`src/design/amp_pkg.sv`:
```
// Purpose: shared constants and carriers for the async memory port
// Assumes: 200 MHz core clock
// Notes:   bank map by upper address bits
package amp_pkg;
  localparam int           AMP_ADDR_W     = 24;
  localparam int           AMP_DATA_W     = 8;
  localparam int           AMP_BANKS      = 4;
  localparam int           AMP_BANK_LSB   = 22;
  localparam logic [23:0]  AMP_ADDR_RST   = 24'h000000;
  localparam logic [7:0]   AMP_DATA_RST   = 8'h00;
  localparam logic [3:0]   AMP_SEL_IDLE   = 4'hF;
  localparam logic [3:0]   AMP_MIN_STROBE = 4'h1;

  typedef struct packed {
    logic        write;
    logic        cond;
    logic [23:0] addr;
    logic [7:0]  wdata;
  } amp_req_s;

  typedef struct packed {
    logic        flag_mode2;
    logic        flag_mode3;
  } amp_pinmode_s;

  typedef enum logic [3:0] {
    AMP_IDLE   = 4'h1,
    AMP_STROBE = 4'h2,
    AMP_WAIT   = 4'h4,
    AMP_GAP    = 4'h8
  } amp_state_e;
endpackage

```
`src/design/amp_skid_buf.sv`:
```
// Purpose: two-entry buffer with valid/ready on both sides
// Assumes: single clock
// Notes:   full and empty are exact
`timescale 1ns/1ps
module amp_skid_buf
  import amp_pkg::*;
#(
  parameter int W = 8
)(
  input  wire logic         i_clk,
  input  wire logic         i_rst_n,
  input  wire logic         i_valid,
  output logic              o_ready,
  input  wire logic [W-1:0] i_data,
  output logic              o_valid,
  input  wire logic         i_ready,
  output logic [W-1:0]      o_data
);
  logic [W-1:0] mem_reg [2];
  logic         wr_ptr_reg;
  logic         rd_ptr_reg;
  logic [1:0]   cnt_reg;
  logic         push;
  logic         pop;

  assign push    = i_valid && (cnt_reg != 2'h2);
  assign pop     = i_ready && (cnt_reg != 2'h0);
  assign o_ready = (cnt_reg != 2'h2);
  assign o_valid = (cnt_reg != 2'h0);
  assign o_data  = mem_reg[rd_ptr_reg];

  always_ff @(posedge i_clk or negedge i_rst_n)
    if (!i_rst_n)
    begin
      wr_ptr_reg <= 1'b0;
      rd_ptr_reg <= 1'b0;
      cnt_reg    <= 2'h0;
    end
    else
    begin
      if (push)
        wr_ptr_reg <= ~wr_ptr_reg;
      if (pop)
        rd_ptr_reg <= ~rd_ptr_reg;
      cnt_reg <= cnt_reg + {1'b0, push} - {1'b0, pop};
    end

  always_ff @(posedge i_clk)
    if (push)
      mem_reg[wr_ptr_reg] <= i_data;
endmodule

```
`src/design/amp_port.sv`:
```
// Purpose: external asynchronous memory port pin logic
// Assumes: requests and read data consumer on the core clock
// Notes:   one access at a time, at least two idle cycles between accesses
//
// Behaviour
// RULE_01 - access stays open while acknowledge input is held low
// RULE_02 - bank selects are active low chip selects, banks zero and one
// RULE_03 - bank selects change in the same cycle as address outputs
// RULE_04 - all bank selects high when no access is in progress
// RULE_05 - conditional access asserts select only when condition is true
// RULE_06 - read strobe low for every external read word only
// RULE_07 - external address presented on 24-bit output bus
// RULE_08 - 8-bit data bus driven on writes, sampled on reads, released otherwise
// RULE_09 - after reset address pins in memory mode, flag pins in flag mode
// RULE_10 - after reset data pins in memory interface mode
// RULE_11 - parallel input control makes channel zero sample address pins
// RULE_12 - write strobe low whenever a word is written
// RULE_13 - banks two and three selects on flag pins two and three
// RULE_14 - address, select and write data stable while strobe asserted
// RULE_15 - never both strobes, one strobe per access, gap between accesses
`timescale 1ns/1ps
module amp_port
  import amp_pkg::*;
(
  input  wire logic                  i_clk,
  input  wire logic                  i_rst_n,
  input  wire logic                  i_req_valid,
  input  wire amp_req_s              i_req,
  output logic                       o_req_ready,
  output logic                       o_rd_valid,
  input  wire logic                  i_rd_ready,
  output logic [AMP_DATA_W-1:0]      o_rd_data,
  input  wire logic                  i_parallel_input_ctrl,
  input  wire amp_pinmode_s          i_pinmode,
  output logic                       o_pdi_valid,
  output logic [AMP_ADDR_W-1:0]      o_pdi_word,
  input  wire logic                  i_ext_wait_ack_in,
  input  wire logic [AMP_ADDR_W-1:0] i_ext_addr_in,
  output logic [AMP_ADDR_W-1:0]      o_ext_addr_out,
  output logic [AMP_ADDR_W-1:0]      o_ext_addr_oe,
  input  wire logic [AMP_DATA_W-1:0] i_ext_data_io,
  output logic [AMP_DATA_W-1:0]      o_ext_data_io,
  output logic                       o_ext_data_oe,
  output logic [1:0]                 o_bank_select_n,
  output logic [3:2]                 o_flag_out,
  output logic [3:2]                 o_flag_oe,
  output logic                       o_read_strobe_n,
  output logic                       o_write_strobe_n
);
  // ==================================================
  // input synchronisers
  logic [1:0]            ack_sync_reg;
  logic [AMP_ADDR_W-1:0] pa1_reg;
  logic [AMP_ADDR_W-1:0] pa2_reg;
  logic [AMP_DATA_W-1:0] pd1_reg;
  logic [AMP_DATA_W-1:0] pd2_reg;
  logic                  pdi_en_reg;
  logic                  ack;

  always_ff @(posedge i_clk or negedge i_rst_n)
    if (!i_rst_n)
    begin
      ack_sync_reg <= 2'h3;
      pa1_reg      <= AMP_ADDR_RST;
      pa2_reg      <= AMP_ADDR_RST;
      pd1_reg      <= AMP_DATA_RST;
      pd2_reg      <= AMP_DATA_RST;
    end
    else
    begin
      ack_sync_reg <= {ack_sync_reg[0], i_ext_wait_ack_in};
      pa1_reg      <= i_ext_addr_in;
      pa2_reg      <= pa1_reg;
      pd1_reg      <= i_ext_data_io;
      pd2_reg      <= pd1_reg;
    end
  assign ack = ack_sync_reg[1];

  // ==================================================
  // access sequencer
  amp_state_e            st_reg;
  amp_req_s              cur_reg;
  logic [3:0]            sel_n_reg;
  logic                  rd_n_reg;
  logic                  wr_n_reg;
  logic                  doe_reg;
  logic                  rd_push_reg;
  logic [AMP_DATA_W-1:0] rd_cap_reg;
  logic                  buf_ready;
  logic                  take;
  logic [3:0]            sel_dec;
  logic [3:0]            strobe_cnt_reg;

  // reads wait for buffer room so no returned word is lost
  assign take        = (st_reg == AMP_IDLE) && i_req_valid && !pdi_en_reg && (i_req.write || buf_ready);
  assign o_req_ready = (st_reg == AMP_IDLE) && !pdi_en_reg && buf_ready;
  assign sel_dec     = i_req.cond ? ~(4'h1 << i_req.addr[AMP_BANK_LSB +: 2]) : AMP_SEL_IDLE; // [RULE_05]

  always_ff @(posedge i_clk or negedge i_rst_n)
    if (!i_rst_n)
    begin
      st_reg      <= AMP_IDLE;
      cur_reg     <= '0;
      sel_n_reg   <= AMP_SEL_IDLE; // [RULE_04]
      rd_n_reg    <= 1'b1;
      wr_n_reg    <= 1'b1;
      doe_reg     <= 1'b0;
      rd_push_reg <= 1'b0;
      rd_cap_reg  <= AMP_DATA_RST;
    end
    else
    begin
      rd_push_reg <= 1'b0;
      unique case (st_reg)
        AMP_IDLE:
          if (take)
          begin
            cur_reg   <= i_req;             // [RULE_07] [RULE_14]
            sel_n_reg <= sel_dec;           // [RULE_02] [RULE_03] [RULE_13]
            rd_n_reg  <= i_req.write;       // [RULE_06] [RULE_15]
            wr_n_reg  <= !i_req.write;      // [RULE_12] [RULE_15]
            doe_reg   <= i_req.write;       // [RULE_08]
            st_reg    <= AMP_STROBE;
          end
        AMP_STROBE:
          if (strobe_cnt_reg == AMP_MIN_STROBE) // [RULE_01]
            st_reg <= AMP_WAIT;
        AMP_WAIT:
          if (ack)                          // [RULE_01]
          begin
            rd_cap_reg  <= pd2_reg;         // [RULE_08]
            rd_push_reg <= !cur_reg.write;
            sel_n_reg   <= AMP_SEL_IDLE;    // [RULE_04]
            rd_n_reg    <= 1'b1;
            wr_n_reg    <= 1'b1;
            doe_reg     <= 1'b0;
            st_reg      <= AMP_GAP;         // [RULE_15]
          end
        AMP_GAP:
          st_reg <= AMP_IDLE;
      endcase
    end

  // strobe settle count: the ack synchroniser must have seen the pin during this access
  always_ff @(posedge i_clk or negedge i_rst_n)
    if (!i_rst_n)
      strobe_cnt_reg <= 4'h0;
    else if (st_reg == AMP_STROBE)
      strobe_cnt_reg <= strobe_cnt_reg + 4'h1;
    else
      strobe_cnt_reg <= 4'h0;

  // ==================================================
  // pin mode and parallel input channel
  logic aoe_reg;
  logic pdi_v_reg;
  logic [AMP_ADDR_W-1:0] pdi_w_reg;
  logic [1:0]            pdi_rel_reg;
  logic [3:2]            flag_oe_reg;

  always_ff @(posedge i_clk or negedge i_rst_n)
    if (!i_rst_n)
    begin
      pdi_en_reg <= 1'b0;                   // [RULE_09] [RULE_10]
      aoe_reg    <= 1'b0;
      pdi_v_reg  <= 1'b0;
      pdi_w_reg  <= AMP_ADDR_RST;
      pdi_rel_reg <= 2'h0;
      flag_oe_reg <= 2'h0;                  // [RULE_09]
    end
    else
    begin
      if (st_reg == AMP_IDLE)
        pdi_en_reg <= i_parallel_input_ctrl; // [RULE_11]
      aoe_reg   <= !pdi_en_reg;
      // valid only once the synchronised word was sampled with the address drivers off
      pdi_rel_reg <= {pdi_rel_reg[0], !aoe_reg};
      pdi_v_reg <= pdi_rel_reg[1] && pdi_en_reg; // [RULE_11]
      pdi_w_reg <= pa2_reg;                  // [RULE_11]
      flag_oe_reg <= {i_pinmode.flag_mode3, i_pinmode.flag_mode2} & {2{!pdi_en_reg}}; // [RULE_13]
    end

  assign o_ext_addr_out   = cur_reg.addr;
  assign o_ext_addr_oe    = {AMP_ADDR_W{aoe_reg}};
  assign o_ext_data_io    = cur_reg.wdata;
  assign o_ext_data_oe    = doe_reg;
  assign o_bank_select_n  = sel_n_reg[1:0];
  assign o_flag_out       = sel_n_reg[3:2];
  assign o_flag_oe        = flag_oe_reg;
  assign o_read_strobe_n  = rd_n_reg;
  assign o_write_strobe_n = wr_n_reg;
  assign o_pdi_valid      = pdi_v_reg;
  assign o_pdi_word       = pdi_w_reg;

  amp_skid_buf #(.W(AMP_DATA_W)) u_rd_buf (
    .i_clk   (i_clk),
    .i_rst_n (i_rst_n),
    .i_valid (rd_push_reg),
    .o_ready (buf_ready),
    .i_data  (rd_cap_reg),
    .o_valid (o_rd_valid),
    .i_ready (i_rd_ready),
    .o_data  (o_rd_data)
  );

  // ==================================================
  // checks
  a_strobe_excl: assert property (@(posedge i_clk) disable iff (!i_rst_n)
    !(!rd_n_reg && !wr_n_reg)) else $error("both strobes low"); // [RULE_15]
  a_idle_sel: assert property (@(posedge i_clk) disable iff (!i_rst_n)
    (rd_n_reg && wr_n_reg) |-> sel_n_reg == AMP_SEL_IDLE) else $error("select active when idle"); // [RULE_04]
  a_ack_hold: assert property (@(posedge i_clk) disable iff (!i_rst_n)
    (st_reg == AMP_WAIT && !ack) |=> (st_reg == AMP_WAIT)) else $error("access ended under wait"); // [RULE_01]
  a_addr_stable: assert property (@(posedge i_clk) disable iff (!i_rst_n)
    (!rd_n_reg || !wr_n_reg) && $past(!rd_n_reg || !wr_n_reg) |-> $stable(cur_reg))
    else $error("addr moved"); // [RULE_14]
  a_strobe_settle: assert property (@(posedge i_clk) disable iff (!i_rst_n)
    (st_reg == AMP_STROBE && strobe_cnt_reg != AMP_MIN_STROBE) |=> (st_reg == AMP_STROBE))
    else $error("wait sampled too early"); // [RULE_01]
  a_pdi_released: assert property (@(posedge i_clk) disable iff (!i_rst_n)
    pdi_v_reg |-> !aoe_reg) else $error("parallel word while driving"); // [RULE_11]
  a_gap_after: assert property (@(posedge i_clk) disable iff (!i_rst_n)
    $rose(wr_n_reg && rd_n_reg) |-> ##1 (rd_n_reg && wr_n_reg)) else $error("no idle gap"); // [RULE_15]
  a_data_drive: assert property (@(posedge i_clk) disable iff (!i_rst_n)
    doe_reg == !wr_n_reg) else $error("data drive mismatch"); // [RULE_08]
  a_cond_false: assert property (@(posedge i_clk) disable iff (!i_rst_n)
    (take && !i_req.cond) |=> sel_n_reg == AMP_SEL_IDLE) else $error("false cond selected"); // [RULE_05]
  a_rd_push: assert property (@(posedge i_clk) disable iff (!i_rst_n)
    (st_reg == AMP_WAIT && ack && !cur_reg.write) |=> rd_push_reg) else $error("read word lost"); // [RULE_06]
endmodule

```
`config.mk`:
```
export PLATFORM = sky130hd
export DESIGN_NAME = amp_port
export DESIGN_NICKNAME = d
export VERILOG_FILES = /design/src/design/amp_pkg.sv /design/src/design/amp_skid_buf.sv /design/src/design/amp_port.sv
export SDC_FILE = /design/constraint.sdc
export NUM_CORES = 1
export LEC_CHECK = 0
export BUFFER_PORTS_ARGS = -buffer_cell sky130_fd_sc_hd__buf_2
export CAP_MARGIN = 20
export CORE_AREA = 2 2 108 110
export CTS_BUF_LIST = sky130_fd_sc_hd__clkbuf_4 sky130_fd_sc_hd__clkbuf_8
export DETAILED_ROUTE_END_ITERATION = 7
export DIE_AREA = 0 0 110 112
export GPL_ROUTABILITY_DRIVEN = 0
export PLACE_DENSITY = 0.82
export SLEW_MARGIN = 20
export SYNTH_ARGS = -nofsm -noshare
export SYNTH_HDL_FRONTEND = slang
export SYNTH_HIERARCHICAL = 1
export SYNTH_SLANG_ARGS = --single-unit
```
`constraint.sdc`:
```
create_clock -name i_clk -period 5.9 [get_ports i_clk]
set_clock_uncertainty 0.15 [all_clocks]
set_input_delay 0.59 -clock i_clk [delete_from_list [all_inputs] [get_ports i_clk]]
set_output_delay 0.59 -clock i_clk [all_outputs]
set_load 0.03 [all_outputs]
```
==> impl_metrics.json <==
{
  "status": "finished clean",
  "clock.fmax_ghz": 0.350,
  "clock_tree.root_cell": "sky130_fd_sc_hd__clkbuf_8",
  "worst_setup_path_start_kind": "flip-flop",
  "synth_top_cell_area_share": 0.624,
  "cts_repair_resize_count": 0,
  "synth.net_count": 432,
  "average_cell_area_after_synthesis_um2": 16.9,
  "fin_crit_sh": 0.485,
  "ys_seq_elements": 174,
  "rsz0062_at_grt": "no",
  "finalHoldViolCount": 0,
  "first_global_vias": 3259,
  "number_of_different_library_cells_in_the_post_synthesis_netlist": 39,
  "post_drt_wl_per_cell_um": 14.8,
  "irDropWorstVdd_v": 0.000269,
  "synth_ff_type": "sky130_fd_sc_hd__dfrtp_1",
  "synthDominantAreaCellType": "sky130_fd_sc_hd__dfrtp_1",
  "layout-drive-gt1-share": 0.528,
  "final.min_clock_period_ns": 2.86,
  "cts_made_buffers": 17,
  "clk_transition_reported_paths_ns": 0.09,
  "yosys-mux-area-fraction": 0.102,
  "floorplan_core_area_um2": 11200,
  "die_h_um": 112,
  "tritoncts": "done",
  "synthMostInstantiatedCell": "sky130_fd_sc_hd__dfrtp_1",
  "area_overhead_vs_synth_pct": 16.4,
  "detail_route.vias_per_cell": 4.68,
  "core.rowCount": 39,
  "finalNetCount": 563,
  "largest_family_of_logic_cells_by_synthesized_area": "multiplexers",
  "relSlewSlack": 0.362,
  "cellLeakagePower_nw": 3.37,
  "synthAdderAreaFrac": 0.00837,
  "grt.total_usage": 0.168,
  "grt_start_max_net_pins": 83,
  "grt_antenna_before_repair": 0,
  "gr-usage-met2": 0.275,
  "fin_hold_ws_ns": 0.0212,
  "die-area_um2": 12300,
  "gr-total-overflow": 0,
  "clk_path_buf_depth": 2,
  "die_width_um": 110,
  "dr.first_iter.drc_count": 121,
  "number_of_diodes_added_for_antenna_fixing": 0,
  "setup_tns_ns": 0,
  "routed_wl_mm": 9.51,
  "synth_edf_count": 16,
  "drv_cap": 0,
  "crit_type": "flip-flop to output port",
  "n_fill_cell": 838,
  "worst_slew_pin_slew_ns": 0.958,
  "cp.required_ns": 5.16,
  "worstSkewPairLatency_ns": 0.43,
  "synth_top_cells_by_count": "149 x sky130_fd_sc_hd__dfrtp_1, 56 x sky130_fd_sc_hd__buf_4, 45 x sky130_fd_sc_hd__mux2_2",
  "globalRouteMet1Util": 0.195,
  "timing.critical_path.fanout_max": 8,
  "num_vias": 3002,
  "cts-htree-levels": 4,
  "initial_core_util": 0.535,
  "timing.reg2reg.worst_path_depth": 4,
  "ys_seq_area_frac": 0.744,
  "regToRegEndpoint": "o_ext_data_io[6]$_DFFE_PN0P_",
  "met3_usage": 0.0697,
  "timing.critical_path.to_type": "output port",
  "worst_ep_arrival_time_ns": 2.12,
  "route.antenna.remaining_nets": 0,
  "netlist_top_cells_area": "sky130_fd_sc_hd__dfrtp_1 62%, sky130_fd_sc_hd__mux2_2 8.5%, sky130_fd_sc_hd__edfxtp_1 8.0%",
  "post-cts-setup-buffer-count": 0,
  "synth-async-reset-ratio": 0.908,
  "synth_cells": 354,
  "cts.sinks": 174,
  "io_buffer_count": 173,
  "grt_most_used_layer": "met2",
  "r2r_start": "st_reg[0]$_DFFE_PN1P_",
  "grt_first_pass_wirelength_mm": 15.5,
  "yosys_warnings": 6,
  "reg2reg_slack_ns": 3.41,
  "synth-compound-area-share": 0.0130,
  "layout.core_utilization": 0.623,
  "detailed_place_hpwl_mm": 6.67,
  "dr.pass1.iters": 6,
  "route.detailed.drc": 0,
  "xor_xnor_portion_of_the_synthesized_cell_area": 0.0103,
  "mappedNetlistArea_um2": 5980,
  "cts_hold_buffers_added": 0,
  "post_synth_and_or_nand_nor_area_fraction": 0.0385,
  "hold_path.class": "input port to async pin",
  "powerDensity_nw_per_um2": 400,
  "fin_max_slew_vios": 0,
  "finalSetupViolations": 0,
  "top_level_ports": 174
}
## cell families (layout without fill, tap and decap cells)
family | count (synthesis) | in the layout
DFF | 174 | 174
muxes | 54 | 54
adders and majority gates | 4 | 4
AOI/OAI and AO/OA | 9 | 9
and+or+nand+nor | 36 | 36
xor gates and xnor gates | 7 | 7
buffers and inverters | 70 | 214
## report_power, final
part | total [mW] | switching (mW) | internal, mW
registers | 1.46 | 0.0923 | 1.36
logic | 0.521 | 0.328 | 0.193
clock network | 0.806 | 0.421 | 0.385
## routing by layer
metal,vias up,share of wire
met1,1493,0.38
met3,16,0.086
li1,1391,-
met5,-,0
met2,102,0.52
met4,0,0.020
## critical path, stage by stage (launching register included)
cell and delay (ns):
sky130_fd_sc_hd__dfstp_2 0.59, sky130_fd_sc_hd__or4b_1 0.59, sky130_fd_sc_hd__nor3b_1 0.28, sky130_fd_sc_hd__buf_2 0.24
## layout by cell type (no fill, tap or decap), types with 7 or more instances in the layout
cell / netlist / layout
sky130_fd_sc_hd__buf_2: 2 / 172
sky130_fd_sc_hd__dfrtp_1: 149 / 149
sky130_fd_sc_hd__mux2_2: 45 / 45
sky130_fd_sc_hd__clkbuf_8: 0 / 17
sky130_fd_sc_hd__edfxtp_1: 16 / 16
sky130_fd_sc_hd__nor2_1: 10 / 10
sky130_fd_sc_hd__mux2_1: 9 / 9
sky130_fd_sc_hd__dfstp_2: 9 / 9
sky130_fd_sc_hd__inv_1: 7 / 7
## worst max-delay path by stage
| stage | from | end | slack [ns] | cells after the start |
|---|---|---|---|---|
| final | st_reg[0]$_DFFE_PN1P_ | o_req_ready | 3.04 | 3 |
| after global routing | st_reg[0]$_DFFE_PN1P_ | o_req_ready | 2.89 | 3 |
| after CTS | st_reg[0]$_DFFE_PN1P_ | o_req_ready | 3.02 | 3 |
| after detailed placement | st_reg[0]$_DFFE_PN1P_ | o_ext_addr_out[15]$_DFFE_PN0P_ | 3.42 | 4 |
| after global placement | st_reg[0]$_DFFE_PN1P_ | o_ext_addr_out[7]$_DFFE_PN0P_ | 3.47 | 4 |
| after floorplan | st_reg[1]$_DFFE_PN0P_ | o_req_ready | 3.27 | 4 |
## final cells by class
cell class	instances	area, um^2	area share
clock buffers	17	234	0.0336
clock inverters	15	160	0.0230
inverters	7	26.3	0.00378
multi-input cells	110	1030	0.148
flip-flops and latches	174	4450	0.639
well taps	143	179	0.0257
repair buffers	175	887	0.127
## stage by stage
step | power (mW) | instance area, um^2 | setup slack [ns] | std cells
2_1_floorplan | 1.89 | 5980 | 3.27 | 354
3_3_place_gp | 1.98 | 6570 | 3.47 | 609
3_5_place_dp | 2.01 | 6570 | 3.42 | 609
4_1_cts | 2.82 | 6960 | 3.02 | 641
5_1_grt | 2.92 | 6960 | 2.89 | 641
6_report | 2.78 | 6960 | 3.04 | 641
(Power assumes the default switching activity.)
